$ cat config.mk
export PLATFORM = sky130hd
export DESIGN_NAME = dpc_top
export DESIGN_NICKNAME = d
export VERILOG_FILES = /design/src/design/dpc_pkg.sv /design/src/design/dpc_prescaler.sv /design/src/design/dpc_top.sv
export VERILOG_INCLUDE_DIRS = /design/src /design/src/design
export SDC_FILE = /design/constraint.sdc
export NUM_CORES = 1
export LEC_CHECK = 0
export ABC_AREA = 0
export BUFFER_PORTS_ARGS = -buffer_cell sky130_fd_sc_hd__clkbuf_2
export CAP_MARGIN = 20
export CELL_PAD_IN_SITES_DETAIL_PLACEMENT = 1
export CELL_PAD_IN_SITES_GLOBAL_PLACEMENT = 2
export CORE_ASPECT_RATIO = 2
export CORE_MARGIN = 2
export CORE_UTILIZATION = 29
export CTS_CLUSTER_SIZE = 40
export DETAILED_ROUTE_END_ITERATION = 10
export GPL_TIMING_DRIVEN = 0
export MAX_ROUTING_LAYER = met4
export PLACE_DENSITY = 0.62
export SYNTH_ARGS = -nofsm -noshare
export SYNTH_HDL_FRONTEND = slang
export SYNTH_SLANG_ARGS = --single-unit
$ cat constraint.sdc
create_clock -name mclk_i -period 4.68 [get_ports mclk_i]
set_clock_uncertainty 0.15 [all_clocks]
set_input_delay 0.468 -clock mclk_i [delete_from_list [all_inputs] [get_ports mclk_i]]
set_output_delay 0.468 -clock mclk_i [all_outputs]
set_load 0.1 [all_outputs]
$ cat src/design/dpc_map.svh
// Register offsets, field positions, reset values and divider counts
`ifndef DPC_MAP_SVH
`define DPC_MAP_SVH

// ----------------------------------------------------------------------
// Register offsets in the special-function-register space
// ----------------------------------------------------------------------
`define DPC_ADDR_CTRL   8'hAE
`define DPC_ADDR_C0L    8'hB1
`define DPC_ADDR_C0H    8'hB2
`define DPC_ADDR_C1L    8'hB3
`define DPC_ADDR_C1H    8'hB4

// ----------------------------------------------------------------------
// Control field positions and reset values
// ----------------------------------------------------------------------
`define DPC_MODE_LSB    4
`define DPC_PRE_LSB     2
`define DPC_SRC_LSB     0
`define DPC_CTRL_RST    8'h00
`define DPC_CMP_RST     8'h00
`define DPC_UNMAPPED    8'h00

// ----------------------------------------------------------------------
// Divider terminal counts (divisor minus one)
// ----------------------------------------------------------------------
`define DPC_XTAL_LAST   4'hE
`define DPC_PRE_LAST1   6'h00
`define DPC_PRE_LAST4   6'h03
`define DPC_PRE_LAST16  6'h0F
`define DPC_PRE_LAST64  6'h3F
`define DPC_LAST_8BIT   16'h00FF
`define DPC_LAST_16BIT  16'hFFFF

`endif

$ cat src/design/dpc_pkg.sv
// Types shared by the dual-output modulator files
package dpc_pkg;

	// Operating modes of the three-bit mode field
	typedef enum logic [2:0]
	{
		DPC_OFF    = 3'h0,
		DPC_SINGLE = 3'h1,
		DPC_TWIN8  = 3'h2,
		DPC_TWIN16 = 3'h3,
		DPC_NRZ16  = 3'h4,
		DPC_DUAL8  = 3'h5,
		DPC_RZ16   = 3'h6,
		DPC_HOLD   = 3'h7
	} dpc_mode_t;

	// Control register layout
	typedef struct packed
	{
		logic      spare;
		dpc_mode_t mode;
		logic [1:0] pre;
		logic [1:0] src;
	} dpc_ctrl_t;

	// Whole state of the modulator
	typedef struct packed
	{
		dpc_ctrl_t        ctrl;
		logic [7:0]       c0l;
		logic [7:0]       c0h;
		logic [7:0]       c1l;
		logic [7:0]       c1h;
		logic [7:0]       hold0;
		logic [7:0]       hold1;
		logic [7:0]       rdata;
		logic [15:0]      act0;
		logic [15:0]      act1;
		logic [15:0]      cnt;
		logic [15:0]      acc0;
		logic [15:0]      acc1;
		logic [15:0]      gap;
		logic [15:0]      half;
		logic [2:0][2:0]  sy;
		logic [2:0]       lvl;
		logic [3:0]       xdiv;
		logic             src_tick;
		logic             out0;
		logic             out1;
		logic             en0;
		logic             en1;
	} dpc_state_t;

	// State of the prescaler
	typedef struct packed
	{
		logic [5:0] cnt;
		logic       tick;
	} dpc_pre_state_t;

endpackage

$ cat src/design/dpc_prescaler.sv
// Tick prescaler dividing a source tick by 1, 4, 16 or 64
`timescale 1ns/1ps
`include "dpc_map.svh"

module dpc_prescaler
(
	input  wire logic       mclk_i,
	input  wire logic       rst_n_i,
	input  wire logic       clr_i,
	input  wire logic       tick_i,
	input  wire logic [1:0] code_i,
	output logic            tick_o
);

	// ------------------------------------------------------------------
	// State
	// ------------------------------------------------------------------
	dpc_pkg::dpc_pre_state_t q;      // Registered state
	dpc_pkg::dpc_pre_state_t next_q; // Next state
	logic [5:0]              last;   // Terminal count for the code

	// Next-state logic
	always_comb
	begin
		next_q = q;
		next_q.tick = 1'b0;
		case (code_i)
			2'h0:    last = `DPC_PRE_LAST1;
			2'h1:    last = `DPC_PRE_LAST4;
			2'h2:    last = `DPC_PRE_LAST16;
			default: last = `DPC_PRE_LAST64;
		endcase
		if (clr_i)
		begin
			next_q.cnt = 6'h00;
		end
		else if (tick_i)
		begin
			// One output tick per divisor input ticks
			if (q.cnt >= last)
			begin
				next_q.cnt = 6'h00;
				next_q.tick = 1'b1;
			end
			else
			begin
				next_q.cnt = q.cnt + 6'h01;
			end
		end
	end

	// State register
	always_ff @(posedge mclk_i or negedge rst_n_i)
	begin
		if (!rst_n_i)
			q <= '0;
		else
			q <= next_q;
	end

	assign tick_o = q.tick;
endmodule

$ cat src/design/dpc_top.sv
// Dual-output pulse-width and pulse-density modulator
`timescale 1ns/1ps
`include "dpc_map.svh"
//
// Summary of operation
// Modes 0-3: off, single16, twin8, twin16
// Modes 4-6: NRZ density, dual8, RZ density
// Mode 7 holds counter reset, outputs undriven
// Prescaler divides by 1, 4, 16, 64
// Source: crystal/15, crystal, pin, PLL
// Control write restarts the modulation counter
// 16-bit modes: low write goes to holding
// High write loads high and held low
// New 16-bit value applies next cycle only
// Software writes low byte before high byte
// Software sets control before using compares
// Four 8-bit compare registers, read/write, zero
// Control clears to zero, top bit unimplemented
// Single mode: second pair period, first duty
// Twin 8-bit: second low sets period
// Twin 16-bit: high below compare, low after
// Density modes: high compare clocks per 65536
// Counter advances per prescaled tick; pin synchronised
// Disabled: compare writes apply on next enable

module dpc_top
(
	input  wire logic       mclk_i,
	input  wire logic       rst_n_i,
	input  wire logic       sfr_wr_i,
	input  wire logic [7:0] sfr_addr_i,
	input  wire logic [7:0] sfr_wdata_i,
	input  wire logic       crystal_clock_i,
	input  wire logic       external_count_clock_input_i,
	input  wire logic       pll_oscillator_clock_i,
	output logic [7:0]      sfr_rdata_o,
	output logic            first_modulated_output_o,
	output logic            first_modulated_output_oe_o,
	output logic            second_modulated_output_o,
	output logic            second_modulated_output_oe_o
);

	// ------------------------------------------------------------------
	// Declarations
	// ------------------------------------------------------------------
	dpc_pkg::dpc_state_t q;        // Registered state
	dpc_pkg::dpc_state_t next_q;   // Next state
	logic                pre_tick; // Prescaled counter tick
	logic                ctrl_wr;  // Control register written
	logic [2:0]          raw;      // Asynchronous clock inputs
	logic [2:0]          rise;     // Qualified rising edges
	logic                xdiv_tick;
	logic                m16;      // A 16-bit mode is selected
	logic                run;      // Generation enabled
	logic                end_cyc;  // Last count of the cycle
	logic [15:0]         last;     // Terminal count of the cycle
	logic [16:0]         sum0;     // Density accumulator sums
	logic [16:0]         sum1;

	assign ctrl_wr = sfr_wr_i && (sfr_addr_i == `DPC_ADDR_CTRL);
	assign raw = {pll_oscillator_clock_i, external_count_clock_input_i,
		crystal_clock_i};

	// ------------------------------------------------------------------
	// Prescaler
	// ------------------------------------------------------------------
	dpc_prescaler u_pre
	(
		.mclk_i  (mclk_i),
		.rst_n_i (rst_n_i),
		.clr_i   (ctrl_wr),
		.tick_i  (q.src_tick),
		.code_i  (q.ctrl.pre),
		.tick_o  (pre_tick)
	);

	// ------------------------------------------------------------------
	// Next-state logic
	// ------------------------------------------------------------------
	always_comb
	begin
		next_q = q;
		rise = 3'h0;
		xdiv_tick = 1'b0;
		run = (q.ctrl.mode != dpc_pkg::DPC_OFF)
			&& (q.ctrl.mode != dpc_pkg::DPC_HOLD);
		m16 = (q.ctrl.mode == dpc_pkg::DPC_SINGLE)
			|| (q.ctrl.mode == dpc_pkg::DPC_TWIN16)
			|| (q.ctrl.mode == dpc_pkg::DPC_NRZ16)
			|| (q.ctrl.mode == dpc_pkg::DPC_RZ16);

		// Three-stage synchronisers; level taken once stages 2 and 3 agree
		for (int i = 0; i < 3; i++)
		begin
			next_q.sy[i] = {q.sy[i][1:0], raw[i]};
			if (q.sy[i][1] == q.sy[i][2])
			begin
				next_q.lvl[i] = q.sy[i][2];
				rise[i] = q.sy[i][2] && !q.lvl[i];
			end
		end

		// Crystal divided by fifteen
		if (rise[0])
		begin
			if (q.xdiv == `DPC_XTAL_LAST)
			begin
				next_q.xdiv = 4'h0;
				xdiv_tick = 1'b1;
			end
			else
			begin
				next_q.xdiv = q.xdiv + 4'h1;
			end
		end

		// Counter clock source select
		case (q.ctrl.src)
			2'h0:    next_q.src_tick = xdiv_tick;
			2'h1:    next_q.src_tick = rise[0];
			2'h2:    next_q.src_tick = rise[1];
			default: next_q.src_tick = rise[2];
		endcase

		// Terminal count per mode
		case (q.ctrl.mode)
			dpc_pkg::DPC_SINGLE: last = q.act1 - 16'h0001;
			dpc_pkg::DPC_TWIN8:  last = {8'h00, q.c1l};
			dpc_pkg::DPC_DUAL8:  last = `DPC_LAST_8BIT;
			default:             last = `DPC_LAST_16BIT;
		endcase
		end_cyc = run && pre_tick && (q.cnt == last);

		// Modulation counter and gap timer
		sum0 = {1'b0, q.acc0} + {1'b0, q.act0};
		sum1 = {1'b0, q.acc1} + {1'b0, q.act1};
		if (!run)
		begin
			next_q.cnt = 16'h0000;
			next_q.acc0 = 16'h0000;
			next_q.acc1 = 16'h0000;
		end
		else if (pre_tick)
		begin
			next_q.cnt = end_cyc ? 16'h0000 : q.cnt + 16'h0001;
			next_q.acc0 = sum0[15:0];
			next_q.acc1 = sum1[15:0];
		end
		if (pre_tick)
		begin
			next_q.gap = 16'h0000;
			next_q.half = {1'b0, q.gap[15:1]};
		end
		else if (q.gap != 16'hFFFF)
		begin
			next_q.gap = q.gap + 16'h0001;
		end

		// Register writes
		if (sfr_wr_i)
		begin
			case (sfr_addr_i)
				`DPC_ADDR_CTRL:
				begin
					// Top bit unimplemented
					next_q.ctrl = dpc_pkg::dpc_ctrl_t'(
						{1'b0, sfr_wdata_i[6:0]});
					next_q.cnt = 16'h0000;
					next_q.acc0 = 16'h0000;
					next_q.acc1 = 16'h0000;
				end
				`DPC_ADDR_C0L:
				begin
					if (m16)
						next_q.hold0 = sfr_wdata_i;
					else
						next_q.c0l = sfr_wdata_i;
				end
				`DPC_ADDR_C1L:
				begin
					if (m16)
						next_q.hold1 = sfr_wdata_i;
					else
						next_q.c1l = sfr_wdata_i;
				end
				`DPC_ADDR_C0H:
				begin
					next_q.c0h = sfr_wdata_i;
					if (m16)
						next_q.c0l = q.hold0;
				end
				`DPC_ADDR_C1H:
				begin
					next_q.c1h = sfr_wdata_i;
					if (m16)
						next_q.c1l = q.hold1;
				end
				default:
				begin
					// Other addresses belong to other blocks
				end
			endcase
		end

		// Active compare values: immediate when idle or on a control write, else at cycle end
		if (!run || ctrl_wr)
		begin
			next_q.act0 = {q.c0h, q.c0l};
			next_q.act1 = {q.c1h, q.c1l};
		end
		else if (end_cyc)
		begin
			next_q.act0 = {q.c0h, q.c0l};
			next_q.act1 = {q.c1h, q.c1l};
		end

		// Output waveforms per mode
		next_q.en0 = run;
		next_q.en1 = run && (q.ctrl.mode != dpc_pkg::DPC_SINGLE);
		case (q.ctrl.mode)
			dpc_pkg::DPC_SINGLE:
			begin
				next_q.out0 = next_q.cnt < next_q.act0;
				next_q.out1 = 1'b0;
			end
			dpc_pkg::DPC_TWIN8:
			begin
				next_q.out0 = next_q.cnt[7:0] < q.c0l;
				next_q.out1 = (next_q.cnt[7:0] >= q.c1h)
					&& (next_q.cnt[7:0] < q.c0h);
			end
			dpc_pkg::DPC_TWIN16:
			begin
				next_q.out0 = next_q.cnt < next_q.act0;
				next_q.out1 = next_q.cnt < next_q.act1;
			end
			dpc_pkg::DPC_DUAL8:
			begin
				next_q.out0 = next_q.cnt[7:0] < q.c0l;
				next_q.out1 = next_q.cnt[7:0] < q.c0h;
			end
			dpc_pkg::DPC_NRZ16, dpc_pkg::DPC_RZ16:
			begin
				if (pre_tick && !ctrl_wr)
				begin
					next_q.out0 = sum0[16];
					next_q.out1 = sum1[16];
				end
				else if (ctrl_wr)
				begin
					next_q.out0 = 1'b0;
					next_q.out1 = 1'b0;
				end
				else if (q.ctrl.mode == dpc_pkg::DPC_RZ16
					&& q.gap == q.half)
				begin
					// Return to zero halfway through the tick
					next_q.out0 = 1'b0;
					next_q.out1 = 1'b0;
				end
			end
			default:
			begin
				next_q.out0 = 1'b0;
				next_q.out1 = 1'b0;
			end
		endcase

		// Registered read data, zero for addresses not mapped here
		case (sfr_addr_i)
			`DPC_ADDR_CTRL: next_q.rdata = q.ctrl;
			`DPC_ADDR_C0L:  next_q.rdata = q.c0l;
			`DPC_ADDR_C0H:  next_q.rdata = q.c0h;
			`DPC_ADDR_C1L:  next_q.rdata = q.c1l;
			`DPC_ADDR_C1H:  next_q.rdata = q.c1h;
			default:        next_q.rdata = `DPC_UNMAPPED;
		endcase
	end

	// State register; all fields clear at power-on
	always_ff @(posedge mclk_i or negedge rst_n_i)
	begin
		if (!rst_n_i)
			q <= '0;
		else
			q <= next_q;
	end

	// ------------------------------------------------------------------
	// Outputs
	// ------------------------------------------------------------------
	assign sfr_rdata_o = q.rdata;
	assign first_modulated_output_o = q.out0;
	assign first_modulated_output_oe_o = q.en0;
	assign second_modulated_output_o = q.out1;
	assign second_modulated_output_oe_o = q.en1;
endmodule

==> metrics <==
status finished with violations; failing checks negative setup slack; most instantiated cells after synthesis 202 x dfrtp_1, 112 x nor2_1, 99 x nand2_1, 93 x ha_1, 81 x inv_1; cell row count about 110; grt ovf 0; Slew Limit Fails 0; Final setup viols 2; critical path's top delay family simple AND/OR/NAND/NOR gates; Remaining DRCs 0; Clock Sinks 202; Leak 7.002 nW; share of layout cells above drive strength 1 18.67%; TritonCTS clock tree done; Ant. Diodes 0; fin crit share 105.9%; Seq/Total Area, Yosys around two fifths; netlist area before placement about 12000 um^2; worst-margin pin slew 0.9518 ns; most frequent cell after synthesis dfrtp_1; Port-buffer cells 32; final wirelength 40190 um; fin area 14470 um^2; dominant synthesized flop cell dfrtp_1; clk root buf clkbuf_16; WP data arrival 5.19 ns; crit-path max cell delay 0.52 ns; Crit. End Element flip-flop; CP Buf/Inv Count 5; layout net count 1436; wire per inst 21.45 um; Longest Clk Path Bufs 3; clock-pin slew on the worst setup and hold paths 0.06 ns; RePlAce Congestion 0.8554; post-synth top area cell dfrtp_1; Final HPWL DP around 30000 um; CP Class reg -> reg; Core Util, Final 34.86%; Hold Crit Depth 3; Rel. slew slack 35.88%; flop and latch count out of synthesis 202; largest net degree at the start of global routing 80; vias in the first global route 10660; Hold Path Class in -> reg; max frequency 201.7 MHz; P&R area growth vs syn 19.26%; Mapped Nets 1344; DIE WIDTH 148.6 um; All-Layer GR Usage 19.36%; P per Cell Area ~300 nW/um^2; Netlist cell types 79; Final Power 4.459 mW; Ys Warns 0; max_cap viols 0; R2R depth 22; post-placement cell area 13060 um^2; Vias 9759; Worst EP required slightly below 5 ns; min cycle time layout 4.957 ns; Hold Fails Final Rpt 0; met3 Use GR 1.925%; Max VDD drop 0.2792 mV; I/O Pins 34; final hold slack 0.1281 ns; die area ~44000 um^2; Post-synth EDFFs 0; crit path max fanout 5; core area 41510 um^2; Max stage delay cell, worst path or4b_4; GRT met1 Usage between 20% and 30%; crit-path cells buf_4 > buf_4 > or4b_4 > and4_1 > a2111oi_4 > nor4bb_4 > o2111ai_2 > o31ai_4 > buf_6 > buf_6 > buf_12 > mux2i_4 > ha_4 > nand4_1 > or2_4 > nor3_4 > o31ai_2 > nand3_1 > nor2_2 > o21ai_1 > a41o_1 > nand4_1; Setup WS post-layout -0.2773 ns; RSZ-0062 raised after global routing yes; M2 GR Usage 33.25%; Async SR Flop Fraction 100.0%; Most Crowded Layer GR met2; Synth area leaders dfrtp_1 42%, ha_1 9.6%, mux2i_1 5.3%, mux2_2 4.6%, nor2_1 3.5%; Initial Util 29.23%; die height 293.3 um; DRT Pass-1 Iters 6; top-area cell type share of the netlist area 41.66%; CP startpoint kind flip-flop; worst slack at placement -1.761 ns; vias per inst 5.208; DR iter-0 viols just under 400; total CTS buffers 23; Mapped Cells 1227; first-pass GRT wire length about 63000 um; H-tree lvl count 1; cell count along the critical path 22; Skew-Pair Late Insertion Delay between 0.5 and 0.6 ns; Syn Area/Cell 9.889 um^2; initial antenna violation count 0; ANT nets after route 0
[per-layer routing]
layer  vias up  part of all wire, %
met1      4971                   43
met2       140                   51
li1       4575                    -
met4         0                  4.2
met3        73                  2.7
met5         -                    0
[path summary, 6_finish.rpt]
kind                                      start                                   end  slack (ns)
max                            q[105]$_DFF_PN0_  first_modulated_output_o$_DFFE_PN0P_       -0.28
min                              sfr_wdata_i[6]                    q[195]$_DFFE_PN0P_        0.13
max reg2reg                    q[105]$_DFF_PN0_  first_modulated_output_o$_DFFE_PN0P_       -0.28
min reg2reg                next_q[13]$_DFF_PN0_                  next_q[14]$_DFF_PN0_        0.20
max in group asynchronous               rst_n_i                      q[105]$_DFF_PN0_        3.24
min in group asynchronous               rst_n_i                     q[46]$_DFFE_PN0P_        0.33
[sequential cells by signal, summed over array words and instances (netlist names)]
name                          flops
next_q                            6
second_modulated_output_oe_o      1
first_modulated_output_oe_o       1
sfr_rdata_o                       8
second_modulated_output_o         1
u_pre.tick_o                      1
q                               177
first_modulated_output_o          1
u_pre.q                           6
[cells by family (layout without fill, tap and decap cells)]
family	count (synthesis)	in the layout	synth area share (%)
adders and majority gates	98	98	10.17
AOI/OAI and AO/OA	223	223	12.33
xor gates and xnor gates	74	74	5.455
DFF	202	202	41.66
buffers and inverters	127	234	4.537
muxes	114	114	9.920
and+or+nand+nor	389	389	15.93
[worst min-delay path: stages]
cell and delay [ns]:
clkbuf_2 0.17, nand2_1 0.09, nand2_1 0.05
[cell type report]
class / instances / area (um^2)
Fill cell: 4661 / 27040
Multi-Input combinational cell: 898 / 6895
Sequential cell: 202 / 5062
Tap cell: 540 / 675.6
Clock buffer: 34 / 626.9
Timing Repair Buffer: 73 / 568.0
Inverter: 81 / 304.0
Buffer: 40 / 255.2
Clock inverter: 6 / 83.83
[metrics by stage]
step / TNS, ns / std cells
3_3_place_gp: -270.74 / 1799
6_report: -0.5468 / 1874
3_5_place_dp: -5.992 / 1803
4_1_cts: -0.5742 / 1866
2_1_floorplan: 0 / 1227
5_1_grt: -1.088 / 1874
[power by group]
part | switching (mW) | leakage, nW | internal [mW] | total, mW
clock network | 0.750 | 0.347 | 1.03 | 1.78
logic | 0.418 | 3.91 | 0.322 | 0.740
registers | 0.117 | 2.74 | 1.82 | 1.93
[placed cells by master (no fill, tap or decap), types with 5 or more instances in the layout]
cell type and instances:
clkbuf_1 30, a222oi_1 8, nor2b_1 15, and4_1 7, mux2i_4 6, a211oi_1 6, nor2_1 99, nor2_2 12
mux2_2 50, ha_1 90, and3_1 14, o21a_1 5, nand3_1 30, mux2i_2 8, dfrtp_2 6, nor3_1 16
dfrtp_1 196, or3_1 13, nand4_1 20, nor4_1 7, xor2_1 45, xnor2_1 28, mux2i_1 50, o22ai_1 6
a21oi_1 49, clkbuf_2 33, o31ai_1 10, clkbuf_16 23, nand2_1 99, nand2b_1 12, inv_1 80, a21o_1 26
buf_4 38, a31o_2 6, o21ai_0 51
[what timing repair did]
item,in CTS,in global routing
resized for setup,72,27
hold buffers,4,0
setup endpoints to repair,40,2
hold endpoints to repair,60,0
gates cloned,1,0
pin swaps,18,13
buffers inserted,22,10
Note: power is estimated with default switching activity, not from simulation.
